--- config.mk ---
export PLATFORM = sky130hd
export DESIGN_NAME = sea_status_top
export DESIGN_NICKNAME = d
export VERILOG_FILES = /design/src/sea_pkg.sv /design/src/sea_group.sv /design/src/sea_status_top.sv
export VERILOG_INCLUDE_DIRS = /design/src
export SDC_FILE = /design/constraint.sdc
export NUM_CORES = 1
export LEC_CHECK = 0
export BUFFER_PORTS_ARGS = -buffer_cell sky130_fd_sc_hd__clkbuf_2
export CORE_MARGIN = 4
export CORE_UTILIZATION = 35
export CTS_CLUSTER_DIAMETER = 120
export DETAILED_ROUTE_END_ITERATION = 10
export GPL_ROUTABILITY_DRIVEN = 0
export PLACE_DENSITY = 0.59
export SYNTH_ARGS = -nofsm -noshare
export SYNTH_HDL_FRONTEND = slang
export SYNTH_HIERARCHICAL = 1
export SYNTH_SLANG_ARGS = --single-unit
--- constraint.sdc ---
create_clock -name clock_in -period 5 [get_ports clock_in]
set_clock_uncertainty 0.2 [all_clocks]
set_input_delay 1 -clock clock_in [delete_from_list [all_inputs] [get_ports clock_in]]
set_output_delay 1 -clock clock_in [all_outputs]
set_load 0.01 [all_outputs]
--- src/sea_map.svh ---
// Register selectors, field positions and preset values of the status block
// Assumes the includer is a module or package scope that may see macros
`ifndef SEA_MAP_SVH
`define SEA_MAP_SVH
// Register selector codes on the command port
`define SEA_SEL_OP_COND 4'h0
`define SEA_SEL_OP_EVENT 4'h1
`define SEA_SEL_OP_ENABLE 4'h2
`define SEA_SEL_OP_RISE 4'h3
`define SEA_SEL_OP_FALL 4'h4
`define SEA_SEL_QU_COND 4'h5
`define SEA_SEL_QU_EVENT 4'h6
`define SEA_SEL_QU_ENABLE 4'h7
`define SEA_SEL_QU_RISE 4'h8
`define SEA_SEL_QU_FALL 4'h9
`define SEA_SEL_DEV_ENABLE 4'ha
`define SEA_SEL_CAL_ENABLE 4'hb
`define SEA_SEL_DEV_RISE 4'hc
`define SEA_SEL_DEV_FALL 4'hd
`define SEA_SEL_CAL_RISE 4'he
`define SEA_SEL_CAL_FALL 4'hf
// Operation condition bits in use
`define SEA_OP_USED_MASK 16'h0f37
// Operation measuring bit position
`define SEA_OP_MEAS_BIT 4
// Questionable condition bit positions
`define SEA_QU_VOLT_BIT 3
`define SEA_QU_ZERO_BIT 8
// Reset and preset values
`define SEA_ALL_ZERO 16'h0000
`define SEA_ALL_ONE 16'hffff
`endif

--- src/sea_pkg.sv ---
// Types shared by the status event aggregator files
// Assumes sea_map.svh is reachable on the include path
`default_nettype none
package sea_pkg;
	// One host command on the register port
	typedef struct packed {
		logic wr;
		logic rd;
		logic [3:0] sel;
		logic [15:0] data;
	} sea_cmd_t;
	// Live instrument state that feeds the operation group
	typedef struct packed {
		logic zeroing;
		logic settling;
		logic ranging;
		logic measuring;
		logic triggering;
		logic [1:0] alarm;
		logic [1:0] alarm_latch;
	} sea_op_state_t;
endpackage : sea_pkg
`default_nettype wire

--- src/sea_group.sv ---
// One status group: filters, sticky event register, enable mask, summary
// Assumes cond_in already synchronised and zero in unused positions
`timescale 1ns/1ps
`default_nettype none
`include "sea_map.svh"
module sea_group (
	// Clock and reset
	input wire logic clock_in,
	input wire logic rst_in,
	// Live condition and controls
	input wire logic [15:0] cond_in,
	input wire logic preset_in,
	input wire logic preset_enable_one_in,
	input wire logic event_read_in,
	input wire logic wr_enable_in,
	input wire logic wr_rise_in,
	input wire logic wr_fall_in,
	input wire logic [15:0] wdata_in,
	// State seen by the host
	output logic [15:0] event_out,
	output logic [15:0] enable_out,
	output logic [15:0] rise_out,
	output logic [15:0] fall_out,
	output logic summary_out
);
	logic [15:0] cond_prev_ff;
	logic [15:0] event_ff;
	logic [15:0] enable_ff;
	logic [15:0] rise_ff;
	logic [15:0] fall_ff;
	wire [15:0] rise_hit;
	wire [15:0] fall_hit;
	wire [15:0] nxt_event;
	wire [15:0] preset_enable;

	// Transition detection through the edge filters
	assign rise_hit = cond_in & ~cond_prev_ff & rise_ff;
	assign fall_hit = ~cond_in & cond_prev_ff & fall_ff;
	// Read clears, new edges set after the clear
	assign nxt_event = (event_read_in ? `SEA_ALL_ZERO : event_ff) | rise_hit | fall_hit;
	assign preset_enable = preset_enable_one_in ? `SEA_ALL_ONE : `SEA_ALL_ZERO;
	assign event_out = event_ff;
	assign enable_out = enable_ff;
	assign rise_out = rise_ff;
	assign fall_out = fall_ff;
	// Summary of enabled latched events
	assign summary_out = |(event_ff & enable_ff);

	// Previous condition and sticky events
	always_ff @(posedge clock_in) begin
		if (rst_in) begin
			cond_prev_ff <= `SEA_ALL_ZERO;
			event_ff <= `SEA_ALL_ZERO;
		end else begin
			cond_prev_ff <= cond_in;
			event_ff <= nxt_event;
		end
	end

	// Mask and filters, preset wins over a write
	always_ff @(posedge clock_in) begin
		if (rst_in || preset_in) begin
			enable_ff <= preset_enable;
			rise_ff <= `SEA_ALL_ONE;
			fall_ff <= `SEA_ALL_ZERO;
		end else begin
			if (wr_enable_in) enable_ff <= wdata_in;
			if (wr_rise_in) rise_ff <= wdata_in;
			if (wr_fall_in) fall_ff <= wdata_in;
		end
	end
endmodule : sea_group
`default_nettype wire

--- src/sea_status_top.sv ---
// Status event aggregator: operation and questionable groups with preset
// Assumes a command decoder presents one register access per cycle
// Functional notes
// - Operation event read returns contents and clears all bits; code keeps edges seen in the read cycle
// - Operation events latch filtered condition edges, sticky
// - Falling filter bit set and condition one-to-zero sets event
// - Rising filter bit set and condition zero-to-one sets event
// - All status registers are sixteen bits, reads give full value
// - Preset clears operation and questionable enable masks
// - Preset sets device and calibration enable masks to all ones
// - Preset sets all rising filters, clears all falling filters
// - Questionable bit 3 high when voltage reading may be invalid
// - Questionable bit 8 high when probe needs zeroing
// - Questionable condition follows live state, no latching
// - Questionable summary is OR of events masked by enable
// - Questionable summary is a status byte bit
// - Questionable events latch filtered condition edges, sticky
// - Questionable event read returns contents and clears all bits; code keeps edges seen in the read cycle
// - Operation summary is OR of events masked by enable
// - Operation condition bit layout for zeroing through alarm latches
// - Questionable group has its own rising and falling filters
`timescale 1ns/1ps
`default_nettype none
`include "sea_map.svh"
module sea_status_top (
	// Clock and reset
	input wire logic clock_in,
	input wire logic rst_in,
	// Host command port
	input wire sea_pkg::sea_cmd_t cmd_in,
	input wire logic preset_in,
	output logic [15:0] rdata_out,
	output logic rvalid_out,
	// Instrument state pins
	input wire sea_pkg::sea_op_state_t op_state_in,
	input wire logic volt_invalid_in,
	input wire logic zero_needed_in,
	input wire logic [15:0] dev_cond_in,
	input wire logic [15:0] cal_cond_in,
	// Status byte summary bits
	output logic op_summary_out,
	output logic qu_summary_out,
	output logic dev_summary_out,
	output logic cal_summary_out
);
	import sea_pkg::*;

	logic [10:0] sync1_ff;
	logic [10:0] sync2_ff;
	logic [10:0] sync3_ff;
	logic [10:0] stable_ff;
	logic [15:0] rdata_ff;
	logic rvalid_ff;
	logic [15:0] dev_s1_ff;
	logic [15:0] dev_s2_ff;
	logic [15:0] dev_s3_ff;
	logic [15:0] dev_st_ff;
	logic [15:0] cal_s1_ff;
	logic [15:0] cal_s2_ff;
	logic [15:0] cal_s3_ff;
	logic [15:0] cal_st_ff;
	wire [10:0] raw_pins;
	wire [15:0] op_cond;
	wire [15:0] qu_cond;
	wire [15:0] op_event, op_enable, op_rise, op_fall;
	wire [15:0] qu_event, qu_enable, qu_rise, qu_fall;
	wire [15:0] dev_event, dev_enable, dev_rise, dev_fall;
	wire [15:0] cal_event, cal_enable, cal_rise, cal_fall;
	wire [15:0] nxt_rdata;

	// Write strobe for one selector
	function automatic logic wr_hit(input sea_cmd_t c, input logic [3:0] s);
		wr_hit = c.wr && (c.sel == s);
	endfunction : wr_hit

	// Pins gathered for synchronising
	assign raw_pins = {zero_needed_in, volt_invalid_in, op_state_in.alarm_latch,
		op_state_in.alarm, op_state_in.triggering, op_state_in.measuring,
		op_state_in.ranging, op_state_in.settling, op_state_in.zeroing};

	// Three-stage synchronisers, change accepted when stages two and three agree
	always_ff @(posedge clock_in) begin
		if (rst_in) begin
			sync1_ff <= 11'h000;
			sync2_ff <= 11'h000;
			sync3_ff <= 11'h000;
			stable_ff <= 11'h000;
		end else begin
			sync1_ff <= raw_pins;
			sync2_ff <= sync1_ff;
			sync3_ff <= sync2_ff;
			stable_ff <= (sync2_ff & sync3_ff) | (stable_ff & (sync2_ff | sync3_ff));
		end
	end

	// Device and calibration conditions through the same filter
	always_ff @(posedge clock_in) begin
		if (rst_in) begin
			dev_s1_ff <= `SEA_ALL_ZERO;
			dev_s2_ff <= `SEA_ALL_ZERO;
			dev_s3_ff <= `SEA_ALL_ZERO;
			dev_st_ff <= `SEA_ALL_ZERO;
			cal_s1_ff <= `SEA_ALL_ZERO;
			cal_s2_ff <= `SEA_ALL_ZERO;
			cal_s3_ff <= `SEA_ALL_ZERO;
			cal_st_ff <= `SEA_ALL_ZERO;
		end else begin
			dev_s1_ff <= dev_cond_in;
			dev_s2_ff <= dev_s1_ff;
			dev_s3_ff <= dev_s2_ff;
			dev_st_ff <= (dev_s2_ff & dev_s3_ff) | (dev_st_ff & (dev_s2_ff | dev_s3_ff));
			cal_s1_ff <= cal_cond_in;
			cal_s2_ff <= cal_s1_ff;
			cal_s3_ff <= cal_s2_ff;
			cal_st_ff <= (cal_s2_ff & cal_s3_ff) | (cal_st_ff & (cal_s2_ff | cal_s3_ff));
		end
	end

	// Operation condition layout, unused bits tied low
	assign op_cond = {4'h0, stable_ff[8:7], stable_ff[6:5], 2'h0, stable_ff[4:3], 1'b0,
		stable_ff[2:0]} & `SEA_OP_USED_MASK;
	// Questionable condition is combinational from live state
	assign qu_cond = (16'h0001 << `SEA_QU_VOLT_BIT) & {16{stable_ff[9]}}
		| (16'h0001 << `SEA_QU_ZERO_BIT) & {16{stable_ff[10]}};

	// Operation group, enable mask cleared at preset
	sea_group u_op (
		.clock_in(clock_in),
		.rst_in(rst_in),
		.cond_in(op_cond),
		.preset_in(preset_in),
		.preset_enable_one_in(1'b0),
		.event_read_in(cmd_in.rd && (cmd_in.sel == `SEA_SEL_OP_EVENT)),
		.wr_enable_in(wr_hit(cmd_in, `SEA_SEL_OP_ENABLE)),
		.wr_rise_in(wr_hit(cmd_in, `SEA_SEL_OP_RISE)),
		.wr_fall_in(wr_hit(cmd_in, `SEA_SEL_OP_FALL)),
		.wdata_in(cmd_in.data),
		.event_out(op_event),
		.enable_out(op_enable),
		.rise_out(op_rise),
		.fall_out(op_fall),
		.summary_out(op_summary_out)
	);

	// Questionable group with its own filters
	sea_group u_qu (
		.clock_in(clock_in),
		.rst_in(rst_in),
		.cond_in(qu_cond),
		.preset_in(preset_in),
		.preset_enable_one_in(1'b0),
		.event_read_in(cmd_in.rd && (cmd_in.sel == `SEA_SEL_QU_EVENT)),
		.wr_enable_in(wr_hit(cmd_in, `SEA_SEL_QU_ENABLE)),
		.wr_rise_in(wr_hit(cmd_in, `SEA_SEL_QU_RISE)),
		.wr_fall_in(wr_hit(cmd_in, `SEA_SEL_QU_FALL)),
		.wdata_in(cmd_in.data),
		.event_out(qu_event),
		.enable_out(qu_enable),
		.rise_out(qu_rise),
		.fall_out(qu_fall),
		.summary_out(qu_summary_out)
	);

	// Device group, enables all ones at preset
	sea_group u_dev (
		.clock_in(clock_in),
		.rst_in(rst_in),
		.cond_in(dev_st_ff),
		.preset_in(preset_in),
		.preset_enable_one_in(1'b1),
		.event_read_in(1'b0),
		.wr_enable_in(wr_hit(cmd_in, `SEA_SEL_DEV_ENABLE)),
		.wr_rise_in(wr_hit(cmd_in, `SEA_SEL_DEV_RISE)),
		.wr_fall_in(wr_hit(cmd_in, `SEA_SEL_DEV_FALL)),
		.wdata_in(cmd_in.data),
		.event_out(dev_event),
		.enable_out(dev_enable),
		.rise_out(dev_rise),
		.fall_out(dev_fall),
		.summary_out(dev_summary_out)
	);

	// Calibration group, enables all ones at preset
	sea_group u_cal (
		.clock_in(clock_in),
		.rst_in(rst_in),
		.cond_in(cal_st_ff),
		.preset_in(preset_in),
		.preset_enable_one_in(1'b1),
		.event_read_in(1'b0),
		.wr_enable_in(wr_hit(cmd_in, `SEA_SEL_CAL_ENABLE)),
		.wr_rise_in(wr_hit(cmd_in, `SEA_SEL_CAL_RISE)),
		.wr_fall_in(wr_hit(cmd_in, `SEA_SEL_CAL_FALL)),
		.wdata_in(cmd_in.data),
		.event_out(cal_event),
		.enable_out(cal_enable),
		.rise_out(cal_rise),
		.fall_out(cal_fall),
		.summary_out(cal_summary_out)
	);

	// Read data select, full sixteen bits
	assign nxt_rdata =
		(cmd_in.sel == `SEA_SEL_OP_COND) ? op_cond :
		(cmd_in.sel == `SEA_SEL_OP_EVENT) ? op_event :
		(cmd_in.sel == `SEA_SEL_OP_ENABLE) ? op_enable :
		(cmd_in.sel == `SEA_SEL_OP_RISE) ? op_rise :
		(cmd_in.sel == `SEA_SEL_OP_FALL) ? op_fall :
		(cmd_in.sel == `SEA_SEL_QU_COND) ? qu_cond :
		(cmd_in.sel == `SEA_SEL_QU_EVENT) ? qu_event :
		(cmd_in.sel == `SEA_SEL_QU_ENABLE) ? qu_enable :
		(cmd_in.sel == `SEA_SEL_QU_RISE) ? qu_rise :
		(cmd_in.sel == `SEA_SEL_QU_FALL) ? qu_fall :
		(cmd_in.sel == `SEA_SEL_DEV_ENABLE) ? dev_enable :
		(cmd_in.sel == `SEA_SEL_CAL_ENABLE) ? cal_enable :
		(cmd_in.sel == `SEA_SEL_DEV_RISE) ? dev_rise :
		(cmd_in.sel == `SEA_SEL_DEV_FALL) ? dev_fall :
		(cmd_in.sel == `SEA_SEL_CAL_RISE) ? cal_rise : cal_fall;

	// Registered read answer
	always_ff @(posedge clock_in) begin
		if (rst_in) begin
			rdata_ff <= `SEA_ALL_ZERO;
			rvalid_ff <= 1'b0;
		end else begin
			rvalid_ff <= cmd_in.rd;
			if (cmd_in.rd) rdata_ff <= nxt_rdata;
		end
	end
	assign rdata_out = rdata_ff;
	assign rvalid_out = rvalid_ff;
endmodule : sea_status_top
`default_nettype wire

==> Flow_metrics.wiki, run 1 <==
{| class="wikitable"
! Metric !! Value
|-
| Clock latency on the worst-skew pair || 0.61 ns
|-
| Highest metal used || met4
|-
| First-pass GRT wire length || 98,500 um
|-
| Core area || 59,200 um2
|-
| Clock Tree Buf Depth || 3
|-
| Finish-stage setup viols || 0
|-
| Worst setup margin || 1.70 ns
|-
| Relative slew slack || 9.62%
|-
| Area of the multi-input gates || 9710 um2
|-
| Routed met3 length || 5680 um
|-
| FF+latch count, synth || 509
|-
| Hold Crit Class || flop to flop
|-
| Total routing usage reported by global routing || 20.0%
|-
| Sum of routed wire length over all layers || 66,800 um
|-
| GRT overflow || 0
|-
| Synth Instances || 2,118
|-
| Cell with the largest stage delay on the worst path || sky130_fd_sc_hd__edfxtp_1
|-
| DP Worst Slack || 1.24 ns
|-
| Via count || 16,700
|-
| Port bufs || 88
|-
| Worst Path Arrival || 2.10 ns
|-
| Combined area of all synthesized cells || 21,000 um2
|-
| Standard-cell row count || 89
|-
| Proportion of power drawn by the clock network || 44.4%
|-
| Die Ht || 253 um
|-
| Final count of pins violating max slew || 0
|-
| Category of the most critical setup path || flop to output port
|-
| Final net count || 2,291
|-
| Unrepaired setup endpoints after global routing || false
|-
| Internal || 6.94 mW
|-
| Worst-Margin Slew || 1.35 ns
|-
| Data required, critical path || 3.80 ns
|-
| Storage cell area || 10,800 um2
|-
| Switching power as a share of total power || 24.4%
|-
| Sequential area share after synthesis || 51.6%
|-
| Post-route worst hold slack || 0.227 ns
|-
| Post-cts sizing count || 0
|-
| Run status || complete, no violations
|-
| Antenna viol nets, final || 0
|-
| Worst-path clk slew || 0.06 ns
|-
| Area of the die || 64,000 um2
|-
| Fraction of the cycle the final worst path needs || 66.0%
|-
| H-tree Lvls || 2
|-
| Via/cell ratio || 5.51
|-
| Count of warnings emitted by yosys || 6
|-
| Router iterations before antenna repair || 8
|-
| Routed length per instance || 22.0 um
|-
| Leading cell type in the layout, fill and taps excluded || sky130_fd_sc_hd__dfxtp_1
|-
| Power density cells || 382 nW/um2
|-
| Peak ir drop on the vdd network || 0.273 mV
|-
| Critical Path Max Stage Delay || 0.47 ns
|-
| Area of placed instances || 22,200 um2
|-
| Reg power frac || 48.3%
|-
| CP Capture Type || output port
|-
| Number of antenna violations at the first check in global routing || 1
|-
| Num CTS Buffers || 54
|-
| Combinational group share of total power || 7.3%
|-
| Routed wire length on met2 || 29,300 um
|-
| Area of all placed cells without fillers || 24,000 um2
|-
| Share of post-route cells with drive strength above 1 || 10.3%
|-
| Detailed router's first-iteration violation count || 2,104
|-
| Wire length on met1 || 28,500 um
|-
| Achievable clock frequency || 303 MHz
|-
| Mean area per synthesized cell || 9.92 um2
|-
| Starting density of the core || 35.5%
|-
| Leak Pwr || 8.72 nW
|-
| Maximum number of pins on one net before global-route repair || 111
|-
| Die Span X || 253 um
|-
| Share of flip-flops with an asynchronous set or reset after synthesis || 0%
|-
| Boundary pin count || 89
|-
| Instance count after placement with tap cells included || 2,940
|-
| Crit path cell chain || a22o_1 > a221oi_1 > nand4_1 > clkbuf_2
|-
| Highest-count cells in the layout ignoring fill and taps || sky130_fd_sc_hd__dfxtp_1 (445), sky130_fd_sc_hd__nor2b_1 (213), sky130_fd_sc_hd__nand2_1 (166)
|-
| Count of flip-flops with a built-in enable after synthesis || 64
|-
| Area added between synthesis and finish || 14.2%
|-
| Max-Cap Viols || 0
|-
| TritonCTS clock tree || yes
|-
| Antenna diodes || 0
|-
| Register-to-register path setup slack || 2.89 ns
|-
| Switching power of the nets || 2.23 mW
|-
| Post-CTS setup buffer count || 0
|-
| Final cell count without fillers || 3,037
|-
| Number of remaining DRC errors || 0
|-
| Filler cells || 5,829
|-
| Final critical delay including setup and external delays || 3.30 ns
|-
| Final HPWL from detailed placement || 45,700 um
|-
| Worst Path Max Fanout || 2
|-
| Hold buffer count at cts || 0
|-
| Number of endpoints with negative hold slack in the final report || 0
|-
| Main synth FF type || sky130_fd_sc_hd__dfxtp_1
|-
| Synth cell types || 73
|-
| Clock Sinks || 509
|-
| Crit start category || flop
|-
| TNS Setup || 0 ns
|-
| Vias in the first global route || 15,600
|-
| Root Driver || sky130_fd_sc_hd__clkbuf_16
|}
[synth_stat cells, drive strengths merged, types with 4 or more instances]
| library cell | count | area, um2 |
|---|---|---|
| or3 | 7 | 43.8 |
| o2bb2ai | 4 | 35.0 |
| nand3b | 129 | 968 |
| dfxtp | 445 | 8910 |
| and2 | 7 | 53.8 |
| inv | 7 | 26.3 |
| nand2b | 82 | 513 |
| o221ai | 15 | 138 |
| mux2 | 4 | 45.0 |
| o211ai | 5 | 42.5 |
| or2 | 10 | 62.6 |
| buf | 78 | 515 |
| and3 | 4 | 25.0 |
| nand4 | 7 | 43.8 |
| nand2 | 166 | 623 |
| nor3 | 6 | 30.0 |
| o21ai | 106 | 531 |
| a21oi | 99 | 495 |
| a221oi | 26 | 228 |
| or3b | 4 | 35.0 |
| o221a | 4 | 45.0 |
| a22oi | 16 | 120 |
| o32ai | 4 | 35.0 |
| a22o | 26 | 228 |
| o22ai | 20 | 125 |
| a2bb2oi | 11 | 96.3 |
| nand3 | 13 | 65.1 |
| nor2 | 121 | 454 |
| clkbuf | 64 | 240 |
| a21o | 73 | 548 |
| mux2i | 150 | 1500 |
| a31oi | 77 | 482 |
| nor2b | 213 | 1330 |
| edfxtp | 64 | 1920 |
| a211oi | 8 | 60.1 |
[path summary, 6_finish.rpt]
| path | from | end | depth (start not counted) |
|---|---|---|---|
| setup / recovery | u_dev/enable_out[5] | dev_summary_out | 4 |
| hold / removal | cal_s1_ff[3] | cal_s2_ff[3] | 1 |
| setup reg to reg | u_cal/enable_out[4] | rdata_out[4] | 5 |
| hold reg to reg | cal_s1_ff[3] | cal_s2_ff[3] | 1 |
[power groups by stage]
| stage | clock [mW] | sequential [mW] | combinational, mW |
|---|---|---|---|
| final | 4.07 | 4.43 | 0.671 |
| after CTS | 4.16 | 4.42 | 0.650 |
| after detailed placement | 0 | 4.51 | 0.647 |
| after global placement | 0 | 4.51 | 0.639 |
| after global routing | 4.33 | 4.43 | 0.715 |
| after floorplan | 0 | 4.44 | 0.442 |
[metrics by stage]
stage | util [%] | power (mW)
after floorplan | - | 4.88
final | 40.5 | 9.17
after CTS | 40.5 | 9.24
after global routing | 40.5 | 9.48
after global placement | 37.5 | 5.15
after detailed placement | 37.5 | 5.16
[routing by layer]
metal | GRT usage (%) | up-vias
met3 | 4.19 | 182
met1 | 27.3 | 8044
li1 | - | 7695
met5 | 0 | -
met2 | 30.9 | 822
met4 | 8.73 | 0
[kinds of logic after synthesis]
| family | after synthesis | synth area share (%) |
|---|---|---|
| buffers and inverters | 151 | 3.76 |
| and+or+nand+nor | 785 | 21.0 |
| AOI/OAI and AO/OA | 516 | 16.2 |
| other | 2 | 0.0358 |
| muxes | 155 | 7.47 |
| DFF | 509 | 51.6 |
[layout make-up]
cell class,count,area share (%)
well taps,773,4.03
multi-input cells,1537,40.5
repair buffers,112,2.70
inverters,9,0.141
clock inverters,21,1.01
clock buffers,76,6.53
flip-flops and latches,509,45.1
[worst max-delay path: cells and delay by family, from the launching register on]
| family | cells | cell delay (ns) |
|---|---|---|
| buffers and inverters | 1 | 0.18 |
| DFF | 1 | 0.47 |
| and+or+nand+nor | 1 | 0.23 |
| AOI/OAI and AO/OA | 2 | 0.61 |
Note: power is estimated with default switching activity, not from simulation.
==> run 2: changes to the inputs <==
--- a/config.mk
+++ b/config.mk
@@ -12,7 +12,7 @@
 export CTS_CLUSTER_DIAMETER = 120
 export DETAILED_ROUTE_END_ITERATION = 10
 export GPL_ROUTABILITY_DRIVEN = 0
-export PLACE_DENSITY = 0.59
+export PLACE_DENSITY = 0.61
 export SYNTH_ARGS = -nofsm -noshare
 export SYNTH_HDL_FRONTEND = slang
 export SYNTH_HIERARCHICAL = 1
==> constraint.sdc (replaced) <==
create_clock -name clock_in -period 2.91 [get_ports clock_in]
set_clock_uncertainty 0.2 [all_clocks]
set_input_delay 0.582 -clock clock_in [delete_from_list [all_inputs] [get_ports clock_in]]
set_output_delay 0.582 -clock clock_in [all_outputs]
set_load 0.01 [all_outputs]
==> run 2 against run 1 <==
Compared with the run above:
- wire length increased by 1.3%
- critical path depth did not move
- clock power grew 58%
- non-clock buffer count up 88
- design area increased by 2.9%
- sequential share of layout area decreased by 1.3 points
- largest cell class unchanged
==> Flow_metrics.wiki, run 2 (synthesis gave the netlist of run 1 again) <==
{| class="wikitable"
! Metric !! Value
|-
| Starting density of the core || 35.5% (unchanged)
|-
| Final critical delay including setup and external delays || 2.82 ns
|-
| Standard-cell row count || 89 (unchanged)
|-
| Register-to-register path setup slack || 0.72 ns (-2.17 ns)
|-
| Via/cell ratio || 5.48 (-0.52%)
|-
| Num CTS Buffers || 52 (-3.7%)
|-
| Finish-stage setup viols || 0 (unchanged)
|-
| Max-Cap Viols || 0 (unchanged)
|-
| Leading cell type in the layout, fill and taps excluded || sky130_fd_sc_hd__dfxtp_1
|-
| Unrepaired setup endpoints after global routing || true
|-
| Run status || complete, no violations
|-
| Worst Reg2Reg Path Length in Cells || 5 (unchanged)
|-
| Total routing usage reported by global routing || 20.3% (+0.24 points)
|-
| Number of endpoints with negative hold slack in the final report || 0 (unchanged)
|-
| Clock latency on the worst-skew pair || 0.59 ns (-0.02 ns)
|-
| Die Span X || 253 um (unchanged)
|-
| Crit start category || flop
|-
| Peak ir drop on the vdd network || 0.409 mV (+50%)
|-
| Number of remaining DRC errors || 0 (unchanged)
|-
| TritonCTS clock tree || yes
|-
| Achievable clock frequency || 355 MHz
|-
| Data required, critical path || 2.13 ns (-1.67 ns)
|-
| Leak Pwr || 9.06 nW (+3.9%)
|-
| Vias in the first global route || 16,500 (+5.4%)
|-
| Sum of routed wire length over all layers || 67,700 um (+1.3%)
|-
| Reg-to-reg critical path startpoint || u_cal/enable_out[4]
|-
| Final net count || 2,377 (+3.8%)
|-
| Worst-path clk slew || 0.06 ns (about the same)
|-
| Die Ht || 253 um (unchanged)
|-
| Worst Path Max Fanout || 2 (unchanged)
|-
| TNS Setup || 0 ns (unchanged)
|-
| Port bufs || 88 (unchanged)
|-
| Highest-count cells in the layout ignoring fill and taps || sky130_fd_sc_hd__dfxtp_1 (445), sky130_fd_sc_hd__nor2b_1 (213), sky130_fd_sc_hd__nand2_1 (166)
|-
| Final core utilization || 41.7% (+1.2 points)
|-
| Post-route worst hold slack || 0.0254 ns (-0.201 ns)
|-
| GRT overflow || 0 (unchanged)
|-
| Detailed router's first-iteration violation count || 2,058 (-2.2%)
|-
| Clock Sinks || 509 (unchanged)
|-
| Power density cells || 620 nW/um2 (+62%)
|-
| Antenna diodes || 0 (unchanged)
|-
| Filler cells || 5,776 (-0.91%)
|-
| Final total power || 15.3 mW (+67%)
|-
| Termination of the worst setup path || dev_summary_out
|-
| Startpoint of the most critical setup path || u_dev/enable_out[5]
|-
| Routed length per instance || 21.7 um (-1.3%)
|-
| Fraction of the cycle the final worst path needs || 96.9%
|-
| Capturing point of the worst reg2reg path || rdata_out[4]
|-
| Category of the most critical setup path || flop to output port
|-
| Core area || 59,200 um2 (unchanged)
|-
| Startpoint of the most critical hold path || cal_cond_in[11]
|-
| Area added between synthesis and finish || 17.6%
|-
| Hold Crit Class || input pin to flop
|-
| Worst-Margin Slew || 0.819 ns (-0.536 ns)
|-
| Maximum number of pins on one net before global-route repair || 116 (+4.5%)
|-
| H-tree Lvls || 2 (unchanged)
|-
| Via count || 17,100 (+2.2%)
|-
| CP Capture Type || output port
|-
| Clock Tree Buf Depth || 3 (unchanged)
|-
| Router iterations before antenna repair || 7 (-1)
|-
| Number of antenna violations at the first check in global routing || 0 (-1)
|-
| Final count of pins violating max slew || 0 (unchanged)
|-
| First-pass GRT wire length || 100,000 um (+1.7%)
|-
| Boundary pin count || 89 (unchanged)
|-
| Post-CTS setup buffer count || 0 (unchanged)
|-
| Relative slew slack || 45.4% (+36 points)
|-
| Share of post-route cells with drive strength above 1 || 11.7% (+1.3 points)
|-
| Final HPWL from detailed placement || 47,500 um (+4.1%)
|-
| Root Driver || sky130_fd_sc_hd__clkbuf_16
|-
| Worst Path Arrival || 2.04 ns (-0.06 ns)
|-
| Antenna viol nets, final || 0 (unchanged)
|-
| Area of the die || 64,000 um2 (unchanged)
|}
## run 2: worst max-delay path, stage by stage (launching register included)
cell and delay [ns]:
sky130_fd_sc_hd__edfxtp_1 0.50, sky130_fd_sc_hd__a22o_1 0.29, sky130_fd_sc_hd__a221oi_2 0.20, sky130_fd_sc_hd__nand4_1 0.25, sky130_fd_sc_hd__clkbuf_2 0.21
## run 2: repair_timing
action                                  in CTS  in global routing
hold buffers                                35                  0
hold endpoints to repair                    35                  0
resized for setup                            0                  2
endpoints found under the setup margin       0                  2
## run 2: worst min-delay path by stage
stage / cells after the start / slack (ns) / to
after detailed placement: 1 / 0.22 / dev_s2_ff[12]
after global routing: 2 / 0.02 / cal_s1_ff[11]
after global placement: 1 / 0.22 / dev_s2_ff[14]
after floorplan: 1 / 0.21 / cal_s2_ff[0]
final: 2 / 0.03 / cal_s1_ff[11]
after CTS: 2 / 0.002 / dev_s1_ff[1]
## run 2: final cells by class
cell class,instances,area (um2),share of cell area [%]
clock buffer,81,1510,6.12
clock inverter,10,121,0.491
inverter,9,33.8,0.137
multi-input combinational,1537,9720,39.3
sequential,509,10800,43.8
tap,773,967,3.92
timing repair buffer,200,1520,6.16
## run 2: report_power, final
group | switching [mW] | internal (mW)
clock network | 2.72 | 3.73
registers | 0.222 | 7.38
logic | 0.770 | 0.497
total | 3.71 | 11.6
## run 2: metrics by stage
| stage | cell area [um2] | setup WS (ns) | cells |
|---|---|---|---|
| after floorplan | 21300 | 0.234 | 2197 |
| after global placement | 22700 | -0.127 | 2993 |
| after detailed placement | 22700 | -0.0941 | 2993 |
| after CTS | 24700 | 0.0330 | 3119 |
| after global routing | 24700 | -0.00377 | 3119 |
| final | 24700 | 0.0904 | 3119 |
## run 2: layer usage
metal | up-vias | part of all wire [%] | GRT usage, %
met5 | - | 0 | 0
met4 | 0 | 5.3 | 9.72
met3 | 196 | 8.6 | 3.64
met2 | 847 | 43 | 31.4
met1 | 8230 | 43 | 27.5
li1 | 7833 | - | -
